`src/common/twi_regs.svh`:
```
// Timing and field constants for the two-wire bus engine
// Summary of operation
// - One bit per clock, data stable while high.
// - Data change mid-byte while clock high aborts.
// - Transmitter changes data only while clock low.
// - Transaction is start, bytes, then stop.
// - Bytes go MSB first, then acknowledge slot.
// - Slave may stretch clock low; master waits.
// - Master starts, clocks and ends transactions.
// - Master and slave roles fixed per transaction.
// - Bus busy from start until after stop.
// - Start is data falling while clock high.
// - Stop is data rising while clock high.
// - Master may issue repeated start without stop.
// - Master gives ninth clock for acknowledge.
// - Transmitter releases data during acknowledge clock.
// - Receiver acknowledges by holding data low.
// - Master receiver leaves last byte unacknowledged.
// - Full or busy receiver answers negative acknowledge; a full receive FIFO here holds clock low until space, then acknowledges.
// - Start detected in power-down raises wake-up.
// - Seven address bits, then direction, 1 reads.
// - Master aborts when sampled data differs.
// - Losing master drops to slave, keeps listening.
`ifndef TWI_REGS_SVH
`define TWI_REGS_SVH
`define TWI_CLK_NS     10
`define TWI_T_QTR_NS   2500
`define TWI_QTR_CYC    ((`TWI_T_QTR_NS + `TWI_CLK_NS - 1) / `TWI_CLK_NS)
`define TWI_T_BUF_NS   4700
`define TWI_BUF_CYC    ((`TWI_T_BUF_NS + `TWI_CLK_NS - 1) / `TWI_CLK_NS)
`define TWI_ACK_BIT    4'h8
`define TWI_FIFO_DEPTH 4
`define TWI_BYTE_W     8
`endif

```
`src/common/twi_pkg.sv`:
```
// Types shared by the two-wire bus engine
package twi_pkg;
  typedef enum logic [2:0] {M_IDLE = 3'h0, M_START = 3'h1, M_HOLD = 3'h2, M_LO = 3'h3,
                            M_REL = 3'h4, M_HI = 3'h5, M_COND = 3'h6} twi_mst_e;
  typedef enum logic [1:0] {S_IDLE = 2'h0, S_SHIFT = 2'h1, S_ACK = 2'h2, S_HOLD = 2'h3} twi_slv_e;
  typedef enum logic [1:0] {OP_START = 2'h0, OP_WRITE = 2'h1, OP_READ = 2'h2, OP_STOP = 2'h3} twi_op_e;
  typedef struct packed {
    twi_op_e    op;
    logic [7:0] data;
    logic       last;
  } twi_cmd_s;
  typedef struct packed {
    logic busy;
    logic master;
    logic arb_lost;
    logic bus_err;
    logic nack;
  } twi_stat_s;
  typedef struct packed {
    twi_mst_e   st;
    logic [8:0] cnt;
    logic [1:0] ph;
    logic [3:0] bitn;
    logic [7:0] sh;
    logic       rd;
    logic       last;
    logic       stp;
    logic       scl_lo;
    logic       sda_lo;
    logic       master;
    logic       arb;
    logic       err;
    logic       nack;
    logic       push;
  } twi_mst_s;
  typedef struct packed {
    twi_slv_e   st;
    logic [3:0] bitn;
    logic [7:0] sh;
    logic       ad;
    logic       scl_lo;
    logic       sda_lo;
    logic       push;
  } twi_slv_s;
endpackage

```
`src/verilog/twi_engine.sv`:
```
// Two-wire bus protocol engine with receive FIFO
`timescale 1ns/10ps
`default_nettype none
`include "twi_regs.svh"

module twi_fifo #(
  parameter int W = 8,
  parameter int D = 4
) (
  // Clock and reset
  input  wire logic         clk,
  input  wire logic         reset_n,
  // Fill side
  input  wire logic         in_valid,
  output logic              in_ready,
  input  wire logic [W-1:0] in_data,
  // Drain side
  output logic              out_valid,
  input  wire logic         out_ready,
  output logic [W-1:0]      out_data
);
  localparam int AW = $clog2(D);
  logic [W-1:0]  mem [D];
  logic [AW-1:0] wp, rp, next_wp, next_rp;
  logic [AW:0]   cnt, next_cnt;
  logic          wr, rd;

  // Pointer and count update
  always_comb begin
    wr = in_valid && in_ready;
    rd = out_valid && out_ready;
    next_wp = wr ? AW'(wp + 1'b1) : wp;
    next_rp = rd ? AW'(rp + 1'b1) : rp;
    next_cnt = (AW+1)'(cnt + {{AW{1'b0}}, wr} - {{AW{1'b0}}, rd});
  end

  always_ff @(posedge clk or negedge reset_n) begin
    if (!reset_n) begin
      wp  <= '0;
      rp  <= '0;
      cnt <= '0;
    end else begin
      wp  <= next_wp;
      rp  <= next_rp;
      cnt <= next_cnt;
    end
  end

  // Storage
  always_ff @(posedge clk) begin
    if (wr) begin
      mem[wp] <= in_data;
    end
  end

  assign in_ready  = cnt != (AW+1)'(D);
  assign out_valid = cnt != '0;
  assign out_data  = mem[rp];
endmodule

module twi_engine
  import twi_pkg::*;
(
  // Clock and reset
  input  wire logic       clk,
  input  wire logic       reset_n,
  // Bus pins, open-drain
  input  wire logic       scl_in,
  output logic            scl_out,
  output logic            scl_oe,
  input  wire logic       sda_in,
  output logic            sda_out,
  output logic            sda_oe,
  // Command port
  input  wire logic       cmd_valid,
  output logic            cmd_ready,
  input  wire twi_cmd_s   cmd,
  // Received byte stream
  output logic            rx_valid,
  input  wire logic       rx_ready,
  output logic [7:0]      rx_data,
  // Configuration and status
  input  wire logic [6:0] own_addr,
  input  wire logic       slave_en,
  input  wire logic       pd_mode,
  output logic            wake,
  output twi_stat_s       stat
);
  localparam logic [8:0] QTR_END = 9'(`TWI_QTR_CYC - 1);
  localparam logic [8:0] BUF_END = 9'(`TWI_BUF_CYC - 1);

  logic [2:0] scl_sy, sda_sy;
  logic       scl_f, sda_f, scl_d, sda_d;
  logic       next_scl_f, next_sda_f;
  logic       scl_rise, scl_fall, start_det, stop_det;
  logic       busy, next_busy, free_arm, next_free_arm;
  logic [8:0] free_cnt, next_free_cnt;
  logic       next_wake;
  twi_mst_s   m, nm;
  twi_slv_s   s, ns;
  logic       run, tick, take, fifo_rdy;
  logic       in_valid;
  logic [7:0] in_data;

  // Pin filter: change accepted once stages two and three agree
  always_comb begin
    next_scl_f = (scl_sy[1] == scl_sy[2]) ? scl_sy[2] : scl_f;
    next_sda_f = (sda_sy[1] == sda_sy[2]) ? sda_sy[2] : sda_f;
  end

  always_ff @(posedge clk or negedge reset_n) begin
    if (!reset_n) begin
      scl_sy <= 3'h7;
      sda_sy <= 3'h7;
      scl_f  <= 1'b1;
      sda_f  <= 1'b1;
      scl_d  <= 1'b1;
      sda_d  <= 1'b1;
    end else begin
      scl_sy <= {scl_sy[1:0], scl_in};
      sda_sy <= {sda_sy[1:0], sda_in};
      scl_f  <= next_scl_f;
      sda_f  <= next_sda_f;
      scl_d  <= scl_f;
      sda_d  <= sda_f;
    end
  end

  // Bus condition detection
  assign scl_rise  = scl_f && !scl_d;
  assign scl_fall  = !scl_f && scl_d;
  assign start_det = scl_f && scl_d && !sda_f && sda_d;
  assign stop_det  = scl_f && scl_d && sda_f && !sda_d;

  // Busy from start until bus-free time after stop
  always_comb begin
    next_busy     = busy;
    next_free_arm = free_arm;
    next_free_cnt = free_cnt;
    if (start_det) begin
      next_busy     = 1'b1;
      next_free_arm = 1'b0;
    end else if (stop_det) begin
      next_free_arm = 1'b1;
      next_free_cnt = '0;
    end else if (free_arm) begin
      if (free_cnt == BUF_END) begin
        next_busy     = 1'b0;
        next_free_arm = 1'b0;
      end else begin
        next_free_cnt = 9'(free_cnt + 1'b1);
      end
    end
    next_wake = pd_mode && start_det;
  end

  always_ff @(posedge clk or negedge reset_n) begin
    if (!reset_n) begin
      busy     <= 1'b0;
      free_arm <= 1'b0;
      free_cnt <= '0;
      wake     <= 1'b0;
    end else begin
      busy     <= next_busy;
      free_arm <= next_free_arm;
      free_cnt <= next_free_cnt;
      wake     <= next_wake;
    end
  end

  // Quarter-bit timer halts while a released clock is held low
  assign run       = m.scl_lo || scl_f;
  assign tick      = run && (m.cnt == QTR_END);
  assign cmd_ready = (m.st == M_IDLE && !(cmd.op == OP_START && busy)) || m.st == M_HOLD;
  assign take      = cmd_valid && cmd_ready;

  // Master sequencer
  always_comb begin
    nm = m;
    nm.push = 1'b0;
    nm.cnt = tick ? '0 : (run ? 9'(m.cnt + 1'b1) : m.cnt);
    case (m.st)
      M_IDLE: begin
        if (take && cmd.op == OP_START) begin
          nm.sda_lo = 1'b1;
          nm.st     = M_START;
          nm.cnt    = '0;
          nm.arb    = 1'b0;
          nm.err    = 1'b0;
          nm.nack   = 1'b0;
        end
      end
      M_START: begin
        if (tick) begin
          nm.scl_lo = 1'b1;
          nm.master = 1'b1;
          nm.st     = M_HOLD;
        end
      end
      M_HOLD: begin
        if (take) begin
          nm.cnt  = '0;
          nm.bitn = '0;
          nm.arb  = 1'b0;
          nm.err  = 1'b0;
          nm.nack = 1'b0;
          nm.ph   = 2'h0;
          nm.stp  = cmd.op == OP_STOP;
          nm.rd   = cmd.op == OP_READ;
          nm.last = cmd.last;
          nm.sh   = cmd.data;
          nm.st   = (cmd.op == OP_START || cmd.op == OP_STOP) ? M_COND : M_LO;
        end
      end
      M_LO: begin
        if (tick && !(m.bitn == `TWI_ACK_BIT && m.rd && !fifo_rdy)) begin
          nm.push   = m.bitn == `TWI_ACK_BIT && m.rd;
          nm.sda_lo = (m.bitn == `TWI_ACK_BIT) ? (m.rd && !m.last) : (!m.rd && !m.sh[7]);
          nm.st     = M_REL;
        end
      end
      M_REL: begin
        if (tick) begin
          nm.scl_lo = 1'b0;
          nm.st     = M_HI;
        end
      end
      M_HI: begin
        if (tick) begin
          if (!m.rd && m.bitn != `TWI_ACK_BIT && !m.sda_lo && !sda_f) begin
            nm.scl_lo = 1'b0;
            nm.sda_lo = 1'b0;
            nm.master = 1'b0;
            nm.arb    = 1'b1;
            nm.st     = M_IDLE;
          end else begin
            nm.scl_lo = 1'b1;
            nm.sh     = {m.sh[6:0], sda_f};
            if (m.bitn == `TWI_ACK_BIT) begin
              nm.st = M_HOLD;
              if (!m.rd) begin
                nm.nack = sda_f;
              end
            end else begin
              nm.bitn = 4'(m.bitn + 1'b1);
              nm.st   = M_LO;
            end
          end
        end
      end
      M_COND: begin
        if (tick) begin
          nm.ph = 2'(m.ph + 1'b1);
          case (m.ph)
            2'h0: nm.sda_lo = m.stp;
            2'h1: nm.scl_lo = 1'b0;
            default: begin
              nm.sda_lo = !m.stp;
              nm.master = !m.stp;
              nm.st     = m.stp ? M_IDLE : M_START;
            end
          endcase
        end
      end
      default: nm.st = M_IDLE;
    endcase
    if ((m.st == M_LO || m.st == M_REL || m.st == M_HI) && (start_det || stop_det)) begin
      nm.scl_lo = 1'b0;
      nm.sda_lo = 1'b0;
      nm.master = 1'b0;
      nm.err    = 1'b1;
      nm.push   = 1'b0;
      nm.st     = M_IDLE;
    end
  end

  // Slave receiver: address match, acknowledge, stretch on full FIFO
  always_comb begin
    ns = s;
    ns.push = 1'b0;
    if (start_det) begin
      ns.st     = S_SHIFT;
      ns.bitn   = '0;
      ns.ad     = 1'b1;
      ns.scl_lo = 1'b0;
      ns.sda_lo = 1'b0;
    end else if (stop_det) begin
      ns.st     = S_IDLE;
      ns.scl_lo = 1'b0;
      ns.sda_lo = 1'b0;
    end else begin
      case (s.st)
        S_SHIFT: begin
          if (scl_rise && s.bitn != `TWI_ACK_BIT) begin
            ns.sh   = {s.sh[6:0], sda_f};
            ns.bitn = 4'(s.bitn + 1'b1);
          end else if (scl_fall && s.bitn == `TWI_ACK_BIT) begin
            if (!s.ad) begin
              ns.sda_lo = 1'b1;
              ns.scl_lo = 1'b1;
              ns.st     = S_HOLD;
            end else if (s.sh[7:1] == own_addr && !s.sh[0] && slave_en && !m.master) begin
              ns.sda_lo = 1'b1;
              ns.st     = S_ACK;
            end else begin
              ns.st = S_IDLE;
            end
          end
        end
        S_HOLD: begin
          if (fifo_rdy && !m.push) begin
            ns.push   = 1'b1;
            ns.scl_lo = 1'b0;
            ns.st     = S_ACK;
          end
        end
        S_ACK: begin
          if (scl_fall) begin
            ns.sda_lo = 1'b0;
            ns.bitn   = '0;
            ns.ad     = 1'b0;
            ns.st     = S_SHIFT;
          end
        end
        default: ns.st = S_IDLE;
      endcase
    end
  end

  always_ff @(posedge clk or negedge reset_n) begin
    if (!reset_n) begin
      m <= '{st: M_IDLE, default: '0};
      s <= '{st: S_IDLE, default: '0};
    end else begin
      m <= nm;
      s <= ns;
    end
  end

  // Receive byte buffer
  assign in_valid = m.push || s.push;
  assign in_data  = m.push ? m.sh : s.sh;

  twi_fifo #(.W(`TWI_BYTE_W), .D(`TWI_FIFO_DEPTH)) u_fifo (
    .clk       (clk),
    .reset_n   (reset_n),
    .in_valid  (in_valid),
    .in_ready  (fifo_rdy),
    .in_data   (in_data),
    .out_valid (rx_valid),
    .out_ready (rx_ready),
    .out_data  (rx_data)
  );

  // Open-drain drive, never high
  assign scl_out = 1'b0;
  assign sda_out = 1'b0;
  assign scl_oe  = m.scl_lo || s.scl_lo;
  assign sda_oe  = m.sda_lo || s.sda_lo;
  assign stat    = '{busy: busy, master: m.master, arb_lost: m.arb, bus_err: m.err, nack: m.nack};

  // Checks
  chk_sda_stable_high: assert property (@(posedge clk) disable iff (!reset_n)
    (m.st == M_HI && $past(m.st) == M_HI) |-> $stable(m.sda_lo)) else $error("data moved in high phase");
  chk_sda_change_low: assert property (@(posedge clk) disable iff (!reset_n)
    ($changed(m.sda_lo) && $past(m.st) == M_LO && !m.err) |-> m.scl_lo) else $error("data moved with clock released");
  chk_ack_release: assert property (@(posedge clk) disable iff (!reset_n)
    (m.st == M_HI && m.bitn == `TWI_ACK_BIT && !m.rd) |-> !m.sda_lo) else $error("data held in ack slot");
  chk_last_nack: assert property (@(posedge clk) disable iff (!reset_n)
    (m.st == M_HI && m.bitn == `TWI_ACK_BIT && m.rd && m.last) |-> !m.sda_lo) else $error("last byte acknowledged");
  chk_start_busy: assert property (@(posedge clk) disable iff (!reset_n)
    start_det |=> busy [*2]) else $error("busy not set on start");
  chk_wake_start: assert property (@(posedge clk) disable iff (!reset_n)
    (pd_mode && start_det) |=> wake ##1 !wake) else $error("wake not pulsed");
  chk_bus_err_abort: assert property (@(posedge clk) disable iff (!reset_n)
    ((m.st == M_HI || m.st == M_LO || m.st == M_REL) && (start_det || stop_det))
    |=> (m.st == M_IDLE && stat.bus_err && !scl_oe)) else $error("no abort on stray condition");
  chk_arb_lost: assert property (@(posedge clk) disable iff (!reset_n)
    (m.st == M_HI && tick && !m.rd && m.bitn != `TWI_ACK_BIT && !m.sda_lo && !sda_f && !start_det && !stop_det)
    |=> (m.st == M_IDLE && stat.arb_lost && !m.master)) else $error("arbitration loss missed");
  chk_ninth_clock: assert property (@(posedge clk) disable iff (!reset_n)
    (m.st == M_HI && tick && m.bitn == `TWI_ACK_BIT && !start_det && !stop_det) |=> m.st == M_HOLD && m.scl_lo)
    else $error("no hold after ninth clock");
  chk_slave_stretch: assert property (@(posedge clk) disable iff (!reset_n)
    (s.st == S_HOLD && !fifo_rdy && !start_det && !stop_det) |=> s.scl_lo) else $error("full buffer not stretched");
endmodule
`default_nettype wire

```
`config.mk`:
```
export PLATFORM = sky130hd
export DESIGN_NAME = twi_engine
export DESIGN_NICKNAME = d
export VERILOG_FILES = /design/src/common/twi_pkg.sv /design/src/verilog/twi_engine.sv
export VERILOG_INCLUDE_DIRS = /design/src /design/src/common
export SDC_FILE = /design/constraint.sdc
export NUM_CORES = 1
export LEC_CHECK = 0
export BUFFER_PORTS_ARGS = -buffer_cell sky130_fd_sc_hd__buf_2
export CAP_MARGIN = 40
export CELL_PAD_IN_SITES_DETAIL_PLACEMENT = 0
export CELL_PAD_IN_SITES_GLOBAL_PLACEMENT = 2
export CORE_ASPECT_RATIO = 0.8
export CORE_MARGIN = 8
export CORE_UTILIZATION = 41
export DETAILED_ROUTE_END_ITERATION = 7
export GPL_ROUTABILITY_DRIVEN = 1
export GPL_TIMING_DRIVEN = 0
export PLACE_DENSITY = 0.91
export SETUP_SLACK_MARGIN = 0.2
export SYNTH_ARGS = -nofsm -noshare
export SYNTH_HDL_FRONTEND = slang
export SYNTH_HIERARCHICAL = 1
export SYNTH_SLANG_ARGS = --single-unit
```
`constraint.sdc`:
```
create_clock -name clk -period 2.46 [get_ports clk]
set_input_delay 0.123 -clock clk [delete_from_list [all_inputs] [get_ports clk]]
set_output_delay 0.123 -clock clk [all_outputs]
set_load 0.01 [all_outputs]
```
-- Yosys cells after proc, flatten, opt, wreduce, memory -nomap -nowiden
Memories as Yosys holds them, arrays and structs flattened.
Cells that the tools add are included.
W data, S select, Z words.
- memories: 1
- register bits: 83
- bits of input ports: 26
- word-level logic and storage cells: 287
- memory bits (writable): 32
- output and inout bits: 20
- memory list (name ; depth ; bits a word ; read ports ; clocked after memory_dff ; wr ports ; RTL line ; RTL):
    u_fifo.mem ; 4 ; 8 ; 1 ; 0 ; 1 ; twi_engine.sv:23 ; logic [W-1:0] mem [D];
- bitwise logic cells: 2
- add/sub/neg operators: 9
- mux-type cells: 95
- reduce and logical (&&, ||, !) cells: 93
- equality and inequality tests: 52
- operators with widths (cell ; count):
    $mux W12 ; 4
    $mux W3 ; 15
    $mux W9 ; 5
    $mux W1 ; 38
    $logic_and A1 B1 Y1 ; 30
    $mux W29 ; 1
    $ne A4 B4 Y1 const B ; 7
    $pmux W12 S2 ; 1
    $ne A3 B3 Y1 const B ; 7
    $pmux W3 S7 ; 1
    $mux W2 ; 10
    $ne A2 B2 Y1 const B ; 10
    $reduce_and A5 Y1 ; 4
    $add A9 B1 Y9 const B ; 2
    $ne A3 B2 Y1 const B ; 6
    $pmux W9 S2 ; 1
    $mux W8 ; 2
    $reduce_and A4 Y1 ; 4
    $logic_not A1 Y1 ; 15
    $reduce_and A3 Y1 ; 5
    $reduce_and A7 Y1 ; 2
    $reduce_bool A2 Y1 ; 7
    $mux W13 ; 1
    $mux W6 ; 2
    35 further kinds ; 71

-- Logic depth before layout (Yosys ltp)
Gate-level depths: netlist (run 1).
- depth after elaboration: 11
- gate-level depth with buffers: 10
- depth with buffers taken out: 9

-- Cells and area by module
The synthesis (run 1) kept the hierarchy.
- modules (own cells, without submodules) (module ; cells an instance ; area each (sq um) ; seq. area each (sq um) ; instances):
    twi_engine ; 448 ; 4409.2 ; 1914.3 ; 1
    twi_fifo ; 83 ; 1629.1 ; 1136.1 ; 1

-- Worst setup path after synthesis (run 1)
Ideal clock, no wire load.
- path type: register to register
- start: register m[0] in the netlist's numbering
- end: register u_fifo.cnt[2]
- cell stages (with the launch flop): 11
- clock period less this slack: 2.219 ns
- setup time: 0.131 ns
- path slack: 0.241 ns
- path buffers: 1
- data arrival time: 2.088 ns
- cells stage by stage: dfrtp_1 > clkbuf_1 > or2_2 > nand2b_1 > ha_1 > inv_1 > ha_1 > inv_1 > fa_1 > xnor2_1 > xnor2_1
- word-level cells in the longest chain between the ends: 4
- ends and longest elaborated chain (item ; RTL line ; RTL):
    start: declaration ; twi_engine.sv:99 ; twi_mst_s m, nm;
    start signal: assignment ; twi_engine.sv:335 ; m <= nm;
    $logic_or A1 B1 Y1 ; twi_engine.sv:341 ; assign in_valid = m.push || s.push;
    via in_valid ; twi_engine.sv:102 ; logic in_valid;
    $logic_and A1 B1 Y1 ; twi_engine.sv:30 ; wr = in_valid && in_ready;
    $add A3 B1 Y3 ; twi_engine.sv:34 ; next_cnt = (AW+1)'(cnt + {{AW{1'b0}}, wr} - {{AW{1'b0}}, rd});
    $sub A3 B1 Y3 ; twi_engine.sv:34 ;
    via u_fifo.next_cnt[2] ; twi_engine.sv:25 ; logic [AW:0] cnt, next_cnt;
    end signal: assignment ; twi_engine.sv:45 ; cnt <= next_cnt;
    end: declaration ; twi_engine.sv:25 ;
The timed path passes the listed nets, and every way through them passes these cells.
A chain may end at the register's enable or synchronous reset.

-- Final worst setup path (run 1)
- start: register u_fifo.cnt[1]
- end: register u_fifo.cnt[2]
- word-level cells in the longest chain between the ends: 4
- ends and longest elaborated chain (item ; RTL line ; RTL):
    $ne A3 B3 Y1 ; twi_engine.sv:56 ; assign in_ready = cnt != (AW+1)'(D);
    $logic_and A1 B1 Y1 ; twi_engine.sv:30 ;
    $add A3 B1 Y3 ; twi_engine.sv:34 ;
    $sub A3 B1 Y3 * ; twi_engine.sv:34 ;
    via u_fifo.next_cnt[2] ; twi_engine.sv:25 ;
Mark *: on every way through the listed nets, which the timed path passes. The rest lies on a longest branch.

==> results of run 1 <==
## cell type report
type,instances,area (um^2)
fill,1281,7160
sequential,115,3050
multi-input combinational,365,2710
clock buffer,17,425
timing repair buffer,54,333
tap,184,230
buffer,25,218
clock inverter,15,123
inverter,27,101
## metal layers
metal / global-route usage [%] / vias to the layer above
met2: 22.5 / 117
met4: 5.35 / 0
met5: 0 / -
met3: 3.63 / 19
met1: 20.9 / 2140
li1: - / 2062
## cells in the final DEF (no fill, tap or decap), drive strengths merged, types with 12 or more instances in the layout
cell type,count
mux2,18
buf,70
nor3,12
nand3,15
clkbuf,20
xnor2,17
dfrtp,73
edfxtp,32
nand2,50
ha,23
inv,34
nor2,40
a21oi,17
o21ai,29
## registers in the layout, summed over array words and instances (netlist names)
signal      cells
sda_d           1
wake            1
u_fifo/wp       2
scl_sy          3
scl_f           1
u_fifo/cnt      3
scl_d           1
m              32
stat            4
free_arm        1
free_cnt        9
u_fifo/mem     32
u_fifo/rp       2
busy            1
sda_f           1
sda_sy          3
s              18
## cells by family after synthesis
family | share of synthesized area [%]
multiplexers | 7.17
buffers and inverters | 5.10
AO/OA/AOI/OAI | 11.6
other | 0.0621
flip-flops | 50.5
AND/OR/NAND/NOR | 16.1
XOR/XNOR | 4.06
adder cells (fa/ha/maj) | 5.43
## per-stage QoR
stage	utilization, %	setup WS (ns)	instance area, um^2
detailed placement	45.5	0.0000564	6520
finish	50.1	0.273	7190
global route	50.1	0.123	7190
CTS	49.7	0.190	7140
global placement	45.2	-0.0844	6480
floorplan	-	0.241	6040
## how the worst max path moves through the flow
stage	startpoint	endpoint	slack (ns)	cells after the start
floorplan	m[0]	u_fifo/cnt[2]	0.24	10
global placement	scl_f	m[6]	-0.08	7
detailed placement	m[0]	u_fifo/cnt[2]	0.00006	10
CTS	u_fifo/cnt[1]	u_fifo/cnt[2]	0.19	9
global route	u_fifo/cnt[1]	u_fifo/cnt[2]	0.12	9
finish	u_fifo/cnt[1]	u_fifo/cnt[2]	0.27	9
## worst register-to-register path, stage by stage (launching register included)
cell and delay [ns]:
dfrtp_1 0.50, nor3b_4 0.31, nand2b_1 0.14, ha_1 0.22, inv_1 0.05, ha_1 0.13
inv_1 0.05, fa_1 0.39, xnor2_1 0.14, xnor2_1 0.13
## repair_timing
| item | in CTS | in global routing |
|---|---|---|
| resized for setup | 3 | 9 |
| hold buffers | 6 | 0 |
| buffers inserted | 0 | 3 |
| cloned | 0 | 0 |
| endpoints found under the hold margin | 34 | 0 |
| endpoints found under the setup margin | 3 | 13 |
| pin swaps | 1 | 6 |
## report_power, final
group | total [mW] | switching, mW | internal (mW)
registers | 2.76 | 0.405 | 2.35
logic | 2.25 | 1.21 | 1.04
clock network | 2.27 | 0.958 | 1.31
total | 7.28 | 2.57 | 4.70
==> results.txt, run 1 <==
CP Launch Type: flip-flop
Met1 WL: 6280 um
Die Wd: 152 um
H-Tree Depth: 4
Tightest Hold Check Type: in -> reg
Fin Setup TNS: 0 ns
RSZ-0062 raised after global routing: yes
Share of Yosys cell area claimed by the top area cell type: 30.3%
WS Path Type: reg -> reg
Final estimated routing congestion in global placement: 0.841
Top routing layer used: met4
Vias in the first global route: 4,325
Fin crit share: 88.9%
Syn Inst Count: 531
Finish-stage setup viols: 0
Drt total wl: 13,400 um
Reg-to-reg startpoint: u_fifo/cnt[1]
Worst Path Max Fanout: 8
Final hold viol count: 0
Die area: 0.0189 mm^2
Largest net degree at the start of global routing: 45
Area grow syn2layout: 19.1%
Outcome: finished, final reports clean
Cell row count: 39
Cells after DPL: 761
Most numerous cell in the Yosys netlist: dfrtp_1
Sequential fraction of the synthesis area: 50.5%
YS warnings: 6
Port bufs: 42
Die Y: 125 um
R2R depth: 9
CTS root buf: clkbuf_16
Post-synth EDFFs: 32
Maximum VDD drop: 0.528 mV
Buffers and inverters on the worst path: 2
Largest area contributor in the netlist: dfrtp_1
Total power: 7.28 mW
Vias per cell: 5.41
CTS tree: done
Hold slack: 0.0211 ns
Wirelength per Cell: 16.7 um
Fin crit period: 2.19 ns
Commonest cells post-synth: 73 x dfrtp_1, 50 x nand2_1, 37 x nor2_1, 32 x edfxtp_1, 27 x inv_1
DR WL met2: 6200 um
Cell variety after synth: 77
Core box area: 0.0143 mm^2
I/O pins: 46
Diode count: 0
Number of routed nets with antenna violations: 0
Final-report max-slew violation count: 0
Drt pass-1 iters: 5
DP Wirelength: 9760 um
Highest Clock Rate: 457 MHz
Vias: 4,338
Worst-Skew Late Latency: 0.42 ns
TritonCTS Sinks: 115
Initial core utilization: 42.1%
Worst Hold End: m[10]
Synth Area per Inst: 11.4 um^2
Worst EP arrival: 2.48 ns
Num CTS Buffers: 17
CP max stage cell: dfrtp_1
Antenna violations before repair: 0
Fin nets: 655
Non-filler instance count after layout: 802
# Max-Cap Violations: 0
Met3 wire length: 723 um
Initial drt markers: 254
Synth Flop Type: dfrtp_1
Crit path cell chain: nor3b_4 > nand2b_1 > ha_1 > inv_1 > ha_1 > inv_1 > fa_1 > xnor2_1 > xnor2_1
First-pass GRT wire length: 22,700 um
HP Start: cmd[1]
Residual DRC count: 0
Worst EP required: 2.75 ns
Leak: 3.09 nW
Area contributors post-synth: dfrtp_1 30%, edfxtp_1 16%, ha_1 4.8%, dfstp_2 4.4%, mux2_2 3.4%
Async SR Flop Fraction: 72.2%
Rel. slew slack: 51.3%
Fraction of layout instances using a drive strength above 1: 26.5%
Worst Hold Path Cells: 3
FF-to-FF setup slack: 0.27 ns
Reg2reg end: u_fifo/cnt[2]
Area of the mapped netlist: 0.00604 mm^2
CTS clk-pin slew, worst paths: 0.06 ns
Slowest stage delay, CP: 0.50 ns
Grt ovf: 0
Max clock buf depth: 2
Worst-margin pin slew: 0.728 ns
Crit-path leading delay family: adder cells
Final clock skew: 0.0106 ns
Total track usage: 15.1%
Worst setup EP type: flip-flop
PD cells: 1010 mW/mm^2
Synthesized flop and latch total: 115
Power figures use the tool's default switching activity.
==> run 2: changes to the inputs <==
--- a/config.mk
+++ b/config.mk
@@ -6,13 +6,14 @@
 export SDC_FILE = /design/constraint.sdc
 export NUM_CORES = 1
 export LEC_CHECK = 0
+export ABC_AREA = 1
 export BUFFER_PORTS_ARGS = -buffer_cell sky130_fd_sc_hd__buf_2
 export CAP_MARGIN = 40
 export CELL_PAD_IN_SITES_DETAIL_PLACEMENT = 0
 export CELL_PAD_IN_SITES_GLOBAL_PLACEMENT = 2
 export CORE_ASPECT_RATIO = 0.8
-export CORE_MARGIN = 8
-export CORE_UTILIZATION = 41
+export CORE_MARGIN = 10
+export CORE_UTILIZATION = 37
 export DETAILED_ROUTE_END_ITERATION = 7
 export GPL_ROUTABILITY_DRIVEN = 1
 export GPL_TIMING_DRIVEN = 0
==> results.txt, run 2 <==
CTS clk-pin slew, worst paths: 0.06 ns
First-pass GRT wire length: 24,800 um
Drt pass-1 iters: 4
Core box area: 0.0167 mm^2
Tightest Hold Check Type: in -> reg
Synth Area per Inst: 8.20 um^2
Vias: 4,930
Most numerous cell in the Yosys netlist: nand2_1
WS Path Type: reg -> reg
Outcome: finished, final reports clean
Maximum VDD drop: 0.489 mV
Fraction of layout instances using a drive strength above 1: 18.5%
Final clock skew: 0.00734 ns
Fillers: 1,644
Area of the mapped netlist: 0.00633 mm^2
Largest net degree at the start of global routing: 63
Post CTS Setup Buffer Count: 0
Die area: 0.0228 mm^2
Area contributors post-synth: dfrtp_1 29%, edfxtp_1 15%, nand2_1 12%, inv_1 5.2%, ha_1 4.5%
TritonCTS Sinks: 115
Non-filler instance count after layout: 1,075
Syn Inst Count: 772
Cells after DPL: 1,037
Initial drt markers: 319
Fin crit share: 83.2%
Commonest cells post-synth: 209 x nand2_1, 88 x inv_1, 75 x nor2_1, 73 x dfrtp_1, 57 x nand3_1
Post-synth EDFFs: 32
Cell variety after synth: 43
Drt total wl: 14,700 um
Number of routed nets with antenna violations: 0
Most frequent cells in the layout: 209 x nand2_1, 88 x inv_1, 75 x nor2_1
PD cells: 1080 mW/mm^2
Worst-Skew Late Latency: 0.42 ns
Num CTS Buffers: 17
Area grow syn2layout: 18.6%
Residual DRC count: 0
Diode count: 0
Fin nets: 892
Rel. slew slack: 49.8%
Grt ovf: 0
Worst setup path start: m[0]
RSZ-0062 raised after global routing: no
Sequential fraction of the synthesis area: 48.2%
Antenna violations before repair: 0
Worst setup EP type: flip-flop
Highest Clock Rate: 488 MHz
YS warnings: 6
Share of Yosys cell area claimed by the top area cell type: 28.9%
Max clock buf depth: 2
Vias per cell: 4.59
Port bufs: 43
Die Wd: 166 um
Final-report max-slew violation count: 0
Final hold viol count: 0
H-Tree Depth: 4
I/O pins: 46
Synth Flop Type: dfrtp_1
Worst Path Max Fanout: 8
Fin Setup TNS: 0 ns
Vias in the first global route: 4,724
Finish-stage setup viols: 0
Largest area contributor in the netlist: dfrtp_1
Initial core utilization: 38.0%
Fin crit period: 2.05 ns
CP Launch Type: flip-flop
Cell row count: 42
Worst EP required: 2.77 ns
Synthesized flop and latch total: 115
Wirelength per Cell: 13.7 um
Async SR Flop Fraction: 72.2%
Total track usage: 13.4%
Largest regs: m: 32 flops, u_fifo/mem: 32 flops, s: 18 flops
# Max-Cap Violations: 0
CTS tree: done
Commonest non-fill, non-tap cell in the layout: nand2_1
HP Start: cmd[10]
Leak: 3.68 nW
DP Wirelength: 10,800 um
Reg-to-reg startpoint: m[0]
Final estimated routing congestion in global placement: 0.818
Worst EP arrival: 2.36 ns
Die Y: 137 um
Worst-margin pin slew: 0.750 ns
CTS root buf: clkbuf_16
==> run 2: changes by cell type after synthesis, moves of 10 or more <==
cell      previous run  this run
a22oi_1             11         0
inv_1               27        88
mux2_2              18         1
nand2_1             50       209
nand2_2              0        12
nand2b_1            10         0
nand3_1             15        57
nor2_1              37        75
o21ai_0             25        51
o21ai_1              4        15
xnor2_1             17         4
==> run 2: layout make-up <==
type / instances / area, um^2 / share of cell area (%)
timing repair buffer: 50 / 305 / 4.07
inverter: 97 / 364 / 4.85
sequential: 115 / 3050 / 40.6
buffer: 24 / 175 / 2.33
clock buffer: 17 / 425 / 5.66
clock inverter: 15 / 160 / 2.13
tap: 220 / 275 / 3.67
multi-input combinational: 537 / 2750 / 36.7
==> run 2: stage by stage <==
step | cell area [um^2] | hold slack [ns] | utilization, % | power, mW | setup WS [ns]
finish | 7510 | 0.0755 | 45.1 | 8.12 | 0.413
detailed placement | 6860 | 0.0448 | 41.2 | 5.69 | 0.242
global placement | 6830 | 0.229 | 41.0 | 5.67 | 0.256
global route | 7510 | 0.0894 | 45.1 | 8.81 | 0.260
CTS | 7500 | 0.0615 | 45.0 | 8.20 | 0.234
floorplan | 6330 | -0.173 | - | 4.84 | 0.437
==> run 2: timing repair <==
action	4_1_cts	5_1_grt
hold endpoints to repair	84	0
hold buffers	6	0
gates resized for setup	0	4
setup endpoints to repair	0	2
==> run 2: kinds of logic after synthesis <==
| kind of cell | synth area share, % |
|---|---|
| multiplexers | 0.178 |
| AND/OR/NAND/NOR | 28.6 |
| AO/OA/AOI/OAI | 7.21 |
| flip-flops | 48.2 |
| buffers and inverters | 8.50 |
| adder cells (fa/ha/maj) | 5.18 |
| other | 0.0592 |
| XOR/XNOR | 2.08 |
==> run 2: report_power, final <==
group          internal, mW  leakage [nW]  switching (mW)  total, mW
sequential             2.38          1.37           0.349       2.73
combinational          1.10          2.02            1.81       2.92
clock                  1.44         0.284            1.03       2.47
total                  4.92          3.68            3.19       8.12
==> run 2: worst max-delay path: stages (launching register included) <==
cell	delay, ns
dfrtp_1	0.36
clkbuf_2	0.16
or2_4	0.29
nand2_4	0.11
ha_1	0.23
inv_1	0.06
ha_1	0.13
inv_1	0.05
fa_1	0.40
nand3_1	0.09
nand2_1	0.05
==> run 2: path summary, 6_finish.rpt <==
path                            endpoint  slack [ns]  depth (start not counted)
min                                 m[9]        0.08                          4
max reg2reg                u_fifo/cnt[2]        0.41                         10
max in group asynchronous          scl_d        1.68                          3
min in group asynchronous          m[29]        0.14                          2
max                        u_fifo/cnt[2]        0.41                         10
min reg2reg                    scl_sy[1]        0.36                          0
==> run 2: layer usage <==
layer  track usage, %  share of wire (%)
met5                0                  0
met2             20.0                 43
met4             4.24                1.1
met3             3.21                3.5
met1             18.8                 52
==> run 3: changes to the inputs <==
==> constraint.sdc (replaced) <==
create_clock -name clk -period 2.1 [get_ports clk]
set_input_delay 0.105 -clock clk [delete_from_list [all_inputs] [get_ports clk]]
set_output_delay 0.105 -clock clk [all_outputs]
set_load 0.01 [all_outputs]
==> results.txt, run 3 (synthesis results as in run 2) <==
Die area: 0.0228 mm^2
WS Path Type: reg -> reg
Post-place instance area: 0.00688 mm^2
Largest regs: m: 32 flops, u_fifo/mem: 32 flops, s: 18 flops
Rel. slew slack: 56.2%
Vias per cell: 4.64
Most frequent cells in the layout: 203 x nand2_1, 82 x inv_1, 73 x nor2_1, 73 x dfrtp_1, 53 x nand3_1
Num CTS Buffers: 17
Max clock buf depth: 2
Diode count: 0
Initial drt markers: 279
CTS clk-pin slew, worst paths: 0.06 ns
Crit path to: u_fifo/cnt[1]
H-Tree Depth: 4
Worst-Skew Late Latency: 0.42 ns
Worst EP required: 2.42 ns
Finish-stage setup viols: 0
Reg-to-reg startpoint: m[0]
Fin crit share: 89.6%
Antenna violations before repair: 0
Total track usage: 13.1%
Fin Setup TNS: 0 ns
RSZ-0062 raised after global routing: yes
Outcome: finished, final reports clean
Worst setup path start: m[0]
Initial core utilization: 38.0%
Port bufs: 43
CP Launch Type: flip-flop
Final hold viol count: 0
Die Wd: 166 um
Wirelength per Cell: 13.5 um
Leak: 3.79 nW
Core box area: 0.0167 mm^2
Final-report max-slew violation count: 0
CTS tree: done
Fillers: 1,633
Grt ovf: 0
Commonest non-fill, non-tap cell in the layout: nand2_1
CTS root buf: clkbuf_16
I/O pins: 46
CP max stage cell: fa_2
Met2 usage: 20.7%
Met1 Use GR: 16.7%
R2R depth: 9
Worst EP arrival: 2.20 ns
First-pass GRT wire length: 24,100 um
Die Y: 137 um
Tightest Hold Check Type: in -> reg
Worst setup EP type: flip-flop
Reg2reg end: u_fifo/cnt[1]
Drt total wl: 14,700 um
Total power: 9.92 mW
Final estimated routing congestion in global placement: 0.819
FF-to-FF setup slack: 0.22 ns
Number of routed nets with antenna violations: 0
Cell row count: 42
DP Wirelength: 10,800 um
Area grow syn2layout: 22.7%
PD cells: 1280 mW/mm^2
Global routing's busiest layer: met2
Met3 usage: 3.93%
Vias in the first global route: 4,837
Crit path cell chain: clkbuf_8 > or2_4 > nand2_4 > ha_4 > inv_4 > ha_4 > inv_2 > fa_2 > inv_2
Residual DRC count: 0
Drt pass-1 iters: 4
TritonCTS Sinks: 115
Final clock skew: 0.00905 ns
# Max-Cap Violations: 0
Fin nets: 909
Fraction of layout instances using a drive strength above 1: 22.6%
Slowest stage delay, CP: 0.52 ns
Largest net degree at the start of global routing: 57
Final Cell Area: 0.00777 mm^2
Highest Clock Rate: 532 MHz
Worst-margin pin slew: 0.654 ns
Vias: 5,071
Worst Path Max Fanout: 2
Fin crit period: 1.88 ns
Maximum VDD drop: 0.824 mV
-- run 3: cell count changes in the layout (fill, tap and decap cells not counted), moves of 3 or more --
cell / before / now
buf_4: 12 / 27
inv_1: 88 / 82
inv_2: 8 / 13
nand2_1: 209 / 203
nand2_2: 11 / 15
nand3_1: 57 / 53
nand3_2: 7 / 11
nor2_4: 4 / 7
-- run 3: worst min-delay path by stage --
stage                     startpoint   endpoint  slack [ns]  cells past startpoint
after detailed placement     reset_n      m[28]        0.07                      1
final                        cmd[10]       m[9]        0.06                      4
after CTS                    cmd[10]       m[9]        0.05                      4
after global routing          cmd[1]      m[10]        0.07                      4
after global placement        scl_in  scl_sy[0]        0.21                      1
after floorplan              reset_n       busy       -0.19                      0
-- run 3: power by group --
part,total (mW),switching [mW],leakage [nW],internal [mW]
clock,3.00,1.19,0.298,1.80
combinational,3.74,2.26,2.12,1.48
sequential,3.18,0.397,1.37,2.79
-- run 3: cell type report --
| class | count | area (um^2) | area share [%] |
|---|---|---|---|
| Multi-Input combinational cell | 537 | 2850 | 36.7 |
| Sequential cell | 115 | 3050 | 39.3 |
| Tap cell | 220 | 275 | 3.54 |
| Buffer | 24 | 188 | 2.42 |
| Clock buffer | 17 | 425 | 5.48 |
| Inverter | 97 | 367 | 4.72 |
| Timing Repair Buffer | 67 | 430 | 5.54 |
| Clock inverter | 15 | 183 | 2.35 |
-- run 3: worst max-delay path: cells and delay by family (launching register included) --
family	cells	cell delay, ns
DFF	1	0.37
adders and majority gates	3	0.84
buffers and inverters	4	0.24
and+or+nand+nor	2	0.34
-- run 3: what timing repair did --
item,4_1_cts,5_1_grt
hold buffers,6,0
setup buffers,5,11
pin swaps,6,11
hold endpoints to repair,32,0
cloned,0,1
endpoints found under the setup margin,7,31
gates resized for setup,8,21
-- run 3: per-layer routing --
metal | routed length (um) | part of all wire (%)
met2 | 6650 | 45
met3 | 479 | 3.3
met1 | 7410 | 50
met4 | 206 | 1.4
met5 | 0 | 0
-- run 3: through the flow --
stage / util, % / setup slack (ns) / std cells / hold slack [ns]
floorplan: - / 0.193 / 773 / -0.191
global placement: 41.1 / 0.121 / 1036 / 0.210
detailed placement: 41.3 / 0.112 / 1037 / 0.0684
CTS: 45.7 / 0.205 / 1080 / 0.0508
global route: 46.6 / 0.129 / 1092 / 0.0738
finish: 46.6 / 0.219 / 1092 / 0.0603
